--- src/gray_pwm_map.vh ---
// register map, field positions and reset values of the serial grayscale pwm driver
`ifndef GRAY_PWM_MAP_VH
`define GRAY_PWM_MAP_VH

// ----------------------------------------------------------------
// register byte offsets
// ----------------------------------------------------------------
`define GP_CTRL_OFS        4'h0
`define GP_STATUS_OFS      4'h4
`define GP_SHIFT_CNT_OFS   4'h8

// ----------------------------------------------------------------
// control fields
// ----------------------------------------------------------------
`define GP_CTRL_PAUSE_BIT  0
`define GP_CTRL_BLANK_BIT  1
`define GP_CTRL_RESET      2'h0

// ----------------------------------------------------------------
// pin synchroniser idle levels, one bit per pin
// ----------------------------------------------------------------
`define GP_PIN_IDLE        7'h6B

// ----------------------------------------------------------------
// status fields
// ----------------------------------------------------------------
`define GP_STAT_LEVEL_LSB  0
`define GP_STAT_OVF_BIT    8
`define GP_STAT_INIT_BIT   9

// ----------------------------------------------------------------
// fifo word layout
// ----------------------------------------------------------------
`define GP_WORD_DATA_BIT   0
`define GP_WORD_BANK_BIT   1
`define GP_WORD_LATCH_BIT  2
`define GP_WORD_WIDTH      3
`define GP_FIFO_DEPTH      16

`endif

--- src/gray_fifo.v ---
// small flip-flop fifo with valid and ready on both sides
`default_nettype none

module gray_fifo #(
  parameter WIDTH = 3,
  parameter DEPTH = 16,
  parameter AW    = 4
) (
  input  wire             clk_i,
  input  wire             rst_i,
  input  wire             flush_i,
  input  wire [WIDTH-1:0] in_data_i,
  input  wire             in_valid_i,
  output wire             in_ready_o,
  output wire [WIDTH-1:0] out_data_o,
  output wire             out_valid_o,
  input  wire             out_ready_i,
  output wire [AW:0]      level_o
);

  reg [WIDTH-1:0] mem_reg [0:DEPTH-1];
  reg [AW-1:0]    wr_ptr_reg;
  reg [AW-1:0]    rd_ptr_reg;
  reg [AW:0]      count_reg;

  wire push = in_valid_i & in_ready_o;
  wire pop  = out_valid_o & out_ready_i;

  assign in_ready_o  = (count_reg != DEPTH[AW:0]);
  assign out_valid_o = (count_reg != {(AW+1){1'b0}});
  assign out_data_o  = mem_reg[rd_ptr_reg];
  assign level_o     = count_reg;

  always @(posedge clk_i) begin
    if (push) begin
      mem_reg[wr_ptr_reg] <= in_data_i;
    end
  end

  always @(posedge clk_i) begin
    if (rst_i || flush_i) begin
      wr_ptr_reg <= {AW{1'b0}};
      rd_ptr_reg <= {AW{1'b0}};
      count_reg  <= {(AW+1){1'b0}};
    end else begin
      if (push) begin
        wr_ptr_reg <= (wr_ptr_reg == DEPTH[AW-1:0] - 1'b1) ? {AW{1'b0}} : wr_ptr_reg + 1'b1;
      end
      if (pop) begin
        rd_ptr_reg <= (rd_ptr_reg == DEPTH[AW-1:0] - 1'b1) ? {AW{1'b0}} : rd_ptr_reg + 1'b1;
      end
      case ({push, pop})
        2'b10:   count_reg <= count_reg + 1'b1;
        2'b01:   count_reg <= count_reg - 1'b1;
        default: count_reg <= count_reg;
      endcase
    end
  end

endmodule // gray_fifo

`default_nettype wire

--- src/gray_pwm_driver.v ---
// serial grayscale pwm led driver core with wishbone control registers
//
// How it works
// [RQ1] first bit shifted lands in channel 23 msb; last bit is channel 0 lsb.
// [RQ2] controller holds bank select low to shift six-bit correction data.
// [RQ3] correction: load six-bit bank once, latch, then image frames with latch each.
// [RQ4] both banks image: shift six-bit, then eight-bit, one latch per frame.
// [RQ5] serial input sampled and banks shifted on each shift clock rising edge.
// [RQ6] both banks copied into latches on latch strobe falling edge.
// [RQ7] one device needs 144 six-bit plus 192 eight-bit shift clocks.
// [RQ8] mean duty equals eight-bit value over 256 times six-bit over 64.
// [RQ9] counters compared bit-reversed so on-time spreads into many short pulses.
// [RQ10] comparator high only when latched value strictly exceeds counter.
// [RQ11] channel on only when both comparators are high.
// [RQ12] a zero in either latched value keeps the channel off.
// [RQ13] output low whenever either counter is all ones.
// [RQ14] bank select high feeds the eight-bit bank, low the six-bit bank.
// [RQ15] output enable pin high forces every channel off.
// [RQ16] initialise pin low resets banks, latches and counters.
// [RQ17] pwm counters advance on the separate pwm clock.
// [RQ18] serial output shows the bit leaving the last stage of the bank.
// [RQ19] shifting leaves latches and outputs alone until next latch edge.
//
// The Wishbone interface to the registers and the register addresses were decided locally.
`include "gray_pwm_map.vh"
`default_nettype none

module gray_pwm_driver #(
  parameter CHANNELS = 24,
  parameter FIFO_DEPTH = `GP_FIFO_DEPTH,
  parameter FIFO_AW = 4
) (
  input  wire                clk_i,
  input  wire                rst_i,
  // pins from the display controller
  input  wire                serial_gray_in_i,
  input  wire                shift_clock_i,
  input  wire                bank_select_i,
  input  wire                latch_strobe_n_i,
  input  wire                pwm_clock_i,
  input  wire                init_n_i,
  input  wire                out_enable_n_i,
  output reg                 serial_gray_out_o,
  output reg  [CHANNELS-1:0] channel_on_o,
  // wishbone slave
  input  wire                wb_cyc_i,
  input  wire                wb_stb_i,
  input  wire                wb_we_i,
  input  wire [3:0]          wb_adr_i,
  input  wire [3:0]          wb_sel_i,
  input  wire [31:0]         wb_dat_i,
  output reg  [31:0]         wb_dat_o,
  output reg                 wb_ack_o
);

  localparam SIX_W   = 6 * CHANNELS;
  localparam EIGHT_W = 8 * CHANNELS;
  localparam NPIN    = 7;
  // bit positions of the pins inside the synchroniser vectors
  localparam P_SIN   = 0;
  localparam P_SHIFT = 1;
  localparam P_BANK  = 2;
  localparam P_LATCH = 3;
  localparam P_PWM   = 4;
  localparam P_INIT  = 5;
  localparam P_EN_N  = 6;

  // ----------------------------------------------------------------
  // functions
  // ----------------------------------------------------------------
  function [7:0] rev8;
    input [7:0] v;
    integer k;
    begin
      for (k = 0; k < 8; k = k + 1) begin
        rev8[k] = v[7-k];
      end
    end
  endfunction

  function [5:0] rev6;
    input [5:0] v;
    integer k;
    begin
      for (k = 0; k < 6; k = k + 1) begin
        rev6[k] = v[5-k];
      end
    end
  endfunction

  function wr_hit;
    input       wr;
    input [3:0] adr;
    input [3:0] ofs;
    input       lane;
    begin
      wr_hit = wr & (adr == ofs) & lane;
    end
  endfunction

  // ----------------------------------------------------------------
  // pin synchronisers
  // ----------------------------------------------------------------
  wire [NPIN-1:0] pin_raw = {out_enable_n_i, init_n_i, pwm_clock_i, latch_strobe_n_i,
                             bank_select_i, shift_clock_i, serial_gray_in_i};
  reg  [NPIN-1:0] meta_reg;
  reg  [NPIN-1:0] sync_reg;
  reg  [NPIN-1:0] prev_reg;

  always @(posedge clk_i) begin
    if (rst_i) begin
      meta_reg <= `GP_PIN_IDLE;
      sync_reg <= `GP_PIN_IDLE;
      prev_reg <= `GP_PIN_IDLE;
    end else begin
      meta_reg <= pin_raw;
      sync_reg <= meta_reg;
      prev_reg <= sync_reg;
    end
  end

  // idle levels above: enable off, init released, latch strobe high
  wire sin_s     = sync_reg[P_SIN];
  wire bank_s    = sync_reg[P_BANK];
  wire init_n_s  = sync_reg[P_INIT];
  wire en_n_s    = sync_reg[P_EN_N];
  wire shift_edge = sync_reg[P_SHIFT] & ~prev_reg[P_SHIFT];  // [RQ5]
  wire latch_edge = ~sync_reg[P_LATCH] & prev_reg[P_LATCH];  // [RQ6]
  wire pwm_edge   = sync_reg[P_PWM] & ~prev_reg[P_PWM];      // [RQ17]
  wire clear      = rst_i | ~init_n_s;           // [RQ16]

  // ----------------------------------------------------------------
  // control registers
  // ----------------------------------------------------------------
  reg  [1:0]  ctrl_reg;
  reg         ovf_reg;
  reg  [15:0] shift_cnt_reg;
  wire        pause = ctrl_reg[`GP_CTRL_PAUSE_BIT];
  wire        blank = ctrl_reg[`GP_CTRL_BLANK_BIT];

  // ----------------------------------------------------------------
  // event fifo: shift and latch events keep their pin order
  // ----------------------------------------------------------------
  wire [`GP_WORD_WIDTH-1:0] ev_in;
  wire [`GP_WORD_WIDTH-1:0] ev_out;
  wire                      ev_in_valid = shift_edge | latch_edge;
  wire                      ev_in_ready;
  wire                      ev_out_valid;
  wire                      ev_pop = ev_out_valid & ~pause;
  wire [FIFO_AW:0]          ev_level;

  // a latch edge in the same cycle as a shift is dropped and only the shift is queued; pins are too slow for that
  assign ev_in[`GP_WORD_DATA_BIT]  = sin_s;
  assign ev_in[`GP_WORD_BANK_BIT]  = bank_s;
  assign ev_in[`GP_WORD_LATCH_BIT] = latch_edge & ~shift_edge;

  gray_fifo #(
    .WIDTH (`GP_WORD_WIDTH),
    .DEPTH (FIFO_DEPTH),
    .AW    (FIFO_AW)
  ) u_fifo (
    .clk_i       (clk_i),
    .rst_i       (rst_i),
    .flush_i     (~init_n_s),
    .in_data_i   (ev_in),
    .in_valid_i  (ev_in_valid),
    .in_ready_o  (ev_in_ready),
    .out_data_o  (ev_out),
    .out_valid_o (ev_out_valid),
    .out_ready_i (~pause),
    .level_o     (ev_level)
  );

  wire do_shift = ev_pop & ~ev_out[`GP_WORD_LATCH_BIT];
  wire do_latch = ev_pop & ev_out[`GP_WORD_LATCH_BIT];
  wire ev_bit   = ev_out[`GP_WORD_DATA_BIT];
  wire ev_bank  = ev_out[`GP_WORD_BANK_BIT];

  // ----------------------------------------------------------------
  // shift banks and latches
  // ----------------------------------------------------------------
  reg [SIX_W-1:0]   six_bit_bank;
  reg [EIGHT_W-1:0] eight_bit_bank;
  reg [SIX_W-1:0]   six_latch_reg;
  reg [EIGHT_W-1:0] eight_latch_reg;

  always @(posedge clk_i) begin
    if (clear) begin
      six_bit_bank      <= {SIX_W{1'b0}};
      eight_bit_bank    <= {EIGHT_W{1'b0}};
      six_latch_reg     <= {SIX_W{1'b0}};
      eight_latch_reg   <= {EIGHT_W{1'b0}};
      serial_gray_out_o <= 1'b0;
    end else begin
      // serial out takes the new last stage, the bit a cascaded part shifts in next
      if (do_shift) begin
        if (ev_bank) begin
          eight_bit_bank    <= {eight_bit_bank[EIGHT_W-2:0], ev_bit};  // [RQ14] [RQ1]
          serial_gray_out_o <= eight_bit_bank[EIGHT_W-2];              // [RQ18]
        end else begin
          six_bit_bank      <= {six_bit_bank[SIX_W-2:0], ev_bit};      // [RQ14] [RQ1]
          serial_gray_out_o <= six_bit_bank[SIX_W-2];                  // [RQ18]
        end
      end
      if (do_latch) begin
        six_latch_reg   <= six_bit_bank;   // [RQ6] [RQ19]
        eight_latch_reg <= eight_bit_bank; // [RQ6] [RQ19]
      end
    end
  end

  // ----------------------------------------------------------------
  // pwm counters: eight-bit runs every pwm clock, six-bit on its wrap
  // ----------------------------------------------------------------
  reg [7:0] cnt8_reg;
  reg [5:0] cnt6_reg;
  // init restarts both counters, so every part of a chain runs in step

  always @(posedge clk_i) begin
    if (clear) begin
      cnt8_reg <= 8'h00;
      cnt6_reg <= 6'h00;
    end else if (pwm_edge) begin
      cnt8_reg <= cnt8_reg + 8'h01;  // [RQ17]
      if (cnt8_reg == 8'hFF) begin
        cnt6_reg <= cnt6_reg + 6'h01;
      end
    end
  end

  // bit reversal keeps each duty exact but scatters the on-cycles
  wire [7:0] cmp8_val = rev8(cnt8_reg);  // [RQ9]
  wire [5:0] cmp6_val = rev6(cnt6_reg);  // [RQ9]
  wire [CHANNELS-1:0] pwm_on;

  genvar ch;
  generate
    for (ch = 0; ch < CHANNELS; ch = ch + 1) begin : g_chan
      wire [7:0] v8 = eight_latch_reg[8*ch+7:8*ch];
      wire [5:0] v6 = six_latch_reg[6*ch+5:6*ch];
      // strict compare: zero never wins, all-ones counter never loses [RQ12] [RQ13]
      assign pwm_on[ch] = (v8 > cmp8_val) & (v6 > cmp6_val);  // [RQ10] [RQ11] [RQ8]
    end
  endgenerate

  always @(posedge clk_i) begin
    if (clear) begin
      channel_on_o <= {CHANNELS{1'b0}};
    end else if (en_n_s || blank) begin
      channel_on_o <= {CHANNELS{1'b0}};  // [RQ15]
    end else begin
      channel_on_o <= pwm_on;            // [RQ11]
    end
  end

  // ----------------------------------------------------------------
  // wishbone slave
  // ----------------------------------------------------------------
  wire wb_req = wb_cyc_i & wb_stb_i & ~wb_ack_o;
  wire wb_wr  = wb_req & wb_we_i;
  // events that find the fifo full are lost; software sees the sticky overflow
  wire ovf_set = ev_in_valid & ~ev_in_ready;

  always @(posedge clk_i) begin
    if (rst_i) begin
      wb_ack_o <= 1'b0;
      wb_dat_o <= 32'h0000_0000;
      ctrl_reg <= `GP_CTRL_RESET;
      ovf_reg  <= 1'b0;
    end else begin
      wb_ack_o <= wb_req;
      if (wr_hit(wb_wr, wb_adr_i, `GP_CTRL_OFS, wb_sel_i[0])) begin
        ctrl_reg <= wb_dat_i[1:0];
      end
      // overflow is sticky; a new overflow beats a write-one clear
      if (ovf_set) begin
        ovf_reg <= 1'b1;
      end else if (wr_hit(wb_wr, wb_adr_i, `GP_STATUS_OFS, wb_sel_i[1]) && wb_dat_i[`GP_STAT_OVF_BIT]) begin
        ovf_reg <= 1'b0;
      end
      if (wb_req && !wb_we_i) begin
        case (wb_adr_i)
          `GP_CTRL_OFS:      wb_dat_o <= {30'h0000_0000, ctrl_reg};
          `GP_STATUS_OFS:    wb_dat_o <= {22'h00_0000, ~init_n_s, ovf_reg, {(8-FIFO_AW-1){1'b0}}, ev_level};
          `GP_SHIFT_CNT_OFS: wb_dat_o <= {16'h0000, shift_cnt_reg};
          default:           wb_dat_o <= 32'h0000_0000;
        endcase
      end
    end
  end

  // shifts applied since the last latch, saturating; 336 per device when full [RQ7]
  always @(posedge clk_i) begin
    if (clear || do_latch) begin
      shift_cnt_reg <= 16'h0000;
    end else if (do_shift && shift_cnt_reg != 16'hFFFF) begin
      shift_cnt_reg <= shift_cnt_reg + 16'h0001;
    end
  end

endmodule // gray_pwm_driver

`default_nettype wire

--- config.mk ---
export PLATFORM = sky130hd
export DESIGN_NAME = gray_pwm_driver
export DESIGN_NICKNAME = d
export VERILOG_FILES = /design/src/gray_fifo.v /design/src/gray_pwm_driver.v
export VERILOG_INCLUDE_DIRS = /design/src
export SDC_FILE = /design/constraint.sdc
export NUM_CORES = 2
export LEC_CHECK = 0
export ABC_CLOCK_PERIOD_IN_PS = 6550
export BUFFER_PORTS_ARGS = -buffer_cell sky130_fd_sc_hd__buf_2
export CAP_MARGIN = 20
export CORE_MARGIN = 4
export CORE_UTILIZATION = 40
export DETAILED_ROUTE_END_ITERATION = 10
export PLACE_DENSITY = 0.58
export RECOVER_POWER = 50
export SLEW_MARGIN = 40
export SYNTH_ARGS = -nofsm -noshare
export SYNTH_HDL_FRONTEND = slang
export SYNTH_SLANG_ARGS = --single-unit
--- constraint.sdc ---
create_clock -name clk_i -period 6.55 [get_ports clk_i]
set_clock_uncertainty 0.1 [all_clocks]
set_input_delay 1.31 -clock clk_i [delete_from_list [all_inputs] [get_ports clk_i]]
set_output_delay 1.31 -clock clk_i [all_outputs]
set_load 0.02 [all_outputs]
# After elaboration in Yosys (flattened, before gate mapping)
# Memory sizes are Yosys's and may differ from the RTL's. A register that Yosys moved wholly into a read port is not among the register bits.
# Cells that the tools add are included.
[totals]
ff_bits = 795
latchBits = 0
ramBits = 48
romBits = 0
in_bits = 52
word_cells = 162
mem_count = 1
[classes]
addsub = 7
multipliers = 0
n_div = 0
magnitude_cmp = 48
eq_ne = 9
shifts = 0
muxes = 11
bitwise = 52
n_reduce_logical = 15
[memory_table]
columns = ["name", "words", "width", "read_ports", "rd_clocked_by_memory_dff", "wr", "line", "text"]
rows = [
  ["u_fifo.mem_reg", 16, 3, 1, 1, 1, "gray_fifo.v:21", "reg [WIDTH-1:0] mem_reg [0:DEPTH-1];"],
]
[op_table]
columns = ["op", "count"]
rows = [
  ["$gt A8 B8 Y1", 24],
  ["$gt A6 B6 Y1", 24],
  ["$pmux W16 S3", 1],
  ["$and A1 B1 Y1", 40],
  ["$add A16 B1 Y16 const B", 1],
  ["$mux W4", 4],
  ["$ne A16 B16 Y1 const B", 1],
  ["$eq A4 B4 Y1 const B", 3],
  ["$not A1 Y1", 10],
  ["$pmux W5 S2", 1],
  ["$add A4 B1 Y4 const B", 2],
  ["$add A8 B1 Y8 const B", 1],
  ["$eq A8 B8 Y1 const B", 1],
  ["$add A6 B1 Y6 const B", 1],
  ["$reduce_and A2 Y1", 3],
  ["$add A5 B1 Y5 const B", 1],
  ["$mux W1", 5],
  ["$ne A5 B5 Y1 const B", 1],
  ["$reduce_bool A5 Y1", 1],
  ["$sub A5 B1 Y5 const B", 1],
  ["$eq A4 B3 Y1 const B", 1],
  ["$logic_not A4 Y1", 1],
  ["$reduce_bool A2 Y1", 2],
  ["$logic_and A1 B1 Y1", 3],
  ["6 further kinds", 9],
]

# Logic depth before layout (Yosys ltp)
[depth]
depth_word = 8
depth_mapped = 14
ltp_nobuf = 11

# Hierarchy
# A second synthesis with hierarchy kept.
[hier_totals]
hier_cells = 4327
hier_area_um2 = 36251.0
[modules_own_cells]
columns = ["mod", "n_inst", "cells_each", "area_each_um2", "seq_area_each_um2"]
rows = [
  ["gray_pwm_driver", 1, 4140, 33403.3, 15294.7],
  ["gray_fifo", 1, 187, 2847.7, 1781.7],
]

# Worst setup path before layout
# Ideal clock, no wire load.
[synth_path]
path_kind = "register to register"
start = "register u_fifo.count_reg[2] (netlist: u_fifo.level_o[2])"
end = "register u_fifo.count_reg[4] (netlist: u_fifo.level_o[4])"
setup_ns = 0.131
arrival_time_ns = 2.779
slack_ns = 3.540
stages_incl_launch_ff = 14
path_cell_list = "dfxtp_1 > clkbuf_1 > nor4_1 > a22oi_1 > inv_1 > ha_1 > clkbuf_1 > xor2_1 > ha_1 > a21oi_1 > o22ai_1 > a222oi_1 > or3_1 > a21oi_1"
[synth_between]
elab_chain_cells = 4
elab_cells_between_ends = 10
classes_between = "add/sub: 2; eq/ne: 3; mux: 1; bitwise: 2; reduce/logical: 2"
[synth_lines]
columns = ["item", "line", "text"]
rows = [
  ["from (decl)", "gray_fifo.v:24", "reg [AW:0] count_reg;"],
  ["from (signal assigned)", "gray_fifo.v:44", "count_reg <= {(AW+1){1'b0}};"],
  ["from (signal assigned)", "gray_fifo.v:53", "2'b10: count_reg <= count_reg + 1'b1;"],
  ["from (signal assigned)", "gray_fifo.v:54", "2'b01: count_reg <= count_reg - 1'b1;"],
  ["$ne A5 B5 Y1 / $reduce_bool A5 Y1 (equally long branches)", "gray_fifo.v:29, gray_fifo.v:30", ""],
  ["$and A1 B1 Y1 (on tied branches)", "gray_fifo.v:26, gray_fifo.v:27", ""],
  ["$eq A2 B1 Y1 / $eq A2 B2 Y1 (equally long branches)", "gray_fifo.v:52", "case ({push, pop})"],
  ["$pmux W5 S2 / $reduce_bool A2 Y1 (equally long branches)", "n/a", ""],
]
# Several ways; a longest one is shown, not always the timed one.
# A chain may end at the register's enable or synchronous reset.

# Worst setup path after layout
[layout_path]
start = "input port rst_i"
end = "register eight_bit_bank[100]"
[layout_between]
elab_chain_cells = 1
[layout_lines]
columns = ["item", "line", "text"]
rows = [
  ["from (decl)", "gray_pwm_driver.v:34", "input wire rst_i,"],
  ["$or A1 B1 Y1", "gray_pwm_driver.v:130", "wire clear = rst_i | ~init_n_s;"],
  ["to (signal assigned)", "gray_pwm_driver.v:190", "eight_bit_bank <= {EIGHT_W{1'b0}};"],
  ["to (signal assigned)", "gray_pwm_driver.v:198", "eight_bit_bank <= {eight_bit_bank[EIGHT_W-2:0], ev_bit};"],
  ["to (decl)", "gray_pwm_driver.v:183", "reg [EIGHT_W-1:0] eight_bit_bank;"],
]
# No other way between the ends.

==> flow_summary_export.csv <==
group,metric,value,unit
logic_synthesis,synth_seq_cells,829,
cts,cts_buffer_depth,3,
cts,clk_latency,0.66,ns
worst_hold_path,hp-class,"register to register",
setup_path,crit_fanout,118,
setup_path,path_class,"input port to register",
route,first_iter_violations,1387,
grt,antenna_found_initial,0,
logic_synthesis,yosys.area.top_type_share,42.3,%
die,dieHeight,312,µm
route,highest_layer,"met4",
timing,relSlewSlack,-72.1,%
grt,grt-ovfl-total,0,
setup_path,crit_required,6.94,ns
route,viasPerCell,5.12,
grt,grt_use_total,16.7,%
logic_synthesis,syn_avg_cell_area,9.31,µm²
timing,max_freq,0.204,GHz
outcome,outcome,"complete, but fails checks",
die,io_pins,110,
route,met2_length,37.4,mm
power,powerDensity,316,nW/µm²
die,dieWidth,312,µm
cts,ctsResizeCount,0,
logic_synthesis,synth-edff-count,48,
run,drv_cap,3,
timing,rsz0062_at_grt,"no",
route,dr.pass1.iters,5,
setup_path,start_kind,"input port",
setup_path,cp-end-kind,"register",
logic_synthesis,yosysWarnings,0,
cts,root_buffer,"clkbuf_16",
timing,fin_crit_sh,74.8,%
route,ant_nets,0,
outcome,violations,"capacitance limit, slew limit",
logic_synthesis,yosysSeqAreaShare,46.2,%
grt,grt_first_pass_wirelength,135,mm
power,leakagePower,15.4,nW
setup_path,crit_arrival,5.29,ns
power,vdd_drop_max,0.501,mV
cts,clk_pin_slew,0.06,ns
finish,final_nets,4336,
logic_synthesis,ys_async_sr_fraction,0,%
finish,layout.cells.non_filler,5198,
timing,report.final.hold_viol_count,0,
route,wl_met1,40.1,mm
die,core,91700,µm²
finish,layout_common_cells,"nand2_1 (1061), dfxtp_1 (778), a21oi_1 (440), mux2i_1 (354), ha_1 (347)",
placed_design,place_congestion,0.753,
finish,fin_util,44.9,%
logic_synthesis,synthesis.area,36900,µm²
finish,syn_to_final_growth,11.4,%
timing,worst_pin_slew,2.58,ns
cts,htreeDepth,3,
die,row_count,111,
cts,ctsHoldBuffers,0,
finish,layout_commonest_cell,"nand2_1",
logic_synthesis,yosysTopAreaCell,"dfxtp_1",
route,wl_per_cell,15.7,µm
placed_design,io_buffer_count,62,
cts,cts_setup_buffers,0,
route,dr_total_vias,26631,
cts,numClockSinks,829,
die,die_area,97300,µm²
cts,cts_tree,"done",
logic_synthesis,ys.flop_type,"dfxtp_1",
grt,grt_pass1_vias,25969,
route,routed_wl,81.8,mm
placed_design,hpwl,49.4,mm
cts,cts_buffers,88,
timing,setup_viol,0,
timing,drv_slew,234,
logic_synthesis,syn_inst,3967,
placed_design,placedCellCount,5031,
finish,antenna_cells,0,
route,drc,0,
timing,setup_tns,0,ns
timing,final.min_clock_period,4.90,ns
route,met3_length,2.99,mm
grt,grt_max_degree,179,
die,initial_core_util,40.3,%
logic_synthesis,synth.distinct_cells,54,
logic_synthesis,synthTopCellsByArea,"dfxtp_1 (42%), ha_1 (12%), nand2_1 (11%)",
finish,drive_gt1_share,5.76,%
[routing by layer]
| metal | up-vias | GRT usage, % |
|---|---|---|
| met5 | - | 0 |
| met4 | 0 | 4.18 |
| met3 | 86 | 2.33 |
| met2 | 347 | 28.3 |
| met1 | 12574 | 22.4 |
| li1 | 13624 | - |
[cells in the mapped netlist, types with 8 or more instances]
cell type,instances
nand2_1,1062
dfxtp_1,781
a21oi_1,440
mux2i_1,354
ha_1,347
clkbuf_1,133
a21o_1,98
inv_1,94
nor2_1,64
o21ai_0,63
buf_2,62
and4_1,52
edfxtp_1,48
o21a_1,48
nor2b_1,34
nand4_1,32
nand2b_1,30
buf_4,27
a211o_1,25
a211oi_1,24
a22oi_1,15
or2_2,13
xnor2_1,12
mux4_2,11
nor3_1,10
nor4_1,9
nand3_1,8
or3_1,8
xor2_1,8
[per-stage QoR]
| step | instance area (µm²) | total power [mW] | setup slack (ns) | hold WS, ns |
|---|---|---|---|---|
| 2_1_floorplan | 37000 | 7.39 | 3.54 | 0.289 |
| 3_3_place_gp | 38100 | 7.95 | 2.28 | 0.293 |
| 3_5_place_dp | 38200 | 7.96 | 2.25 | 0.293 |
| 4_1_cts | 41200 | 13.1 | 2.82 | 0.307 |
| 5_1_grt | 41100 | 13.6 | 1.29 | 0.315 |
| 6_report | 41100 | 13.0 | 1.65 | 0.307 |
[logic make-up after synthesis]
group | after synthesis | share of synthesized area [%]
xor+xnor | 20 | 0.474
simple gates | 1341 | 15.4
compound gates | 732 | 11.6
mux | 371 | 10.7
flops | 829 | 46.2
fa+ha+maj | 347 | 11.8
other cells | 1 | 0.0102
buf+inv | 326 | 3.84
[path summary, 6_finish.rpt]
| kind | startpoint | cells after the start | slack [ns] | end |
|---|---|---|---|---|
| worst max register to register | u_fifo.level_o[2] | 7 | 2.74 | eight_bit_bank[158] |
| worst min register to register | meta_reg[1] | 1 | 0.31 | sync_reg[1] |
| worst max-delay path | rst_i | 6 | 1.65 | eight_bit_bank[100] |
| worst min-delay path | meta_reg[1] | 1 | 0.31 | sync_reg[1] |
[where the power goes]
part / total (mW) / switching, mW / internal (mW)
Sequential: 5.20 / 0.0701 / 5.13
Clock: 5.14 / 2.08 / 3.06
Combinational: 2.67 / 1.91 / 0.760
[worst max-delay path, cell delays in order]
cell	delay, ns
clkbuf_1	1.21
nor2_1	0.19
clkbuf_2	1.36
buf_16	0.72
nand2_1	0.22
mux2i_1	0.08
[layout make-up]
cell class                 instances  area, µm²
clock buffer                     129       2540
clock inverter                    36        469
fill                            9006      50500
inverter                          95        362
multi-input combinational       2827      18500
sequential                       829      17100
tap                             1186       1480
timing repair buffer              96        686
(Power assumes the default switching activity.)
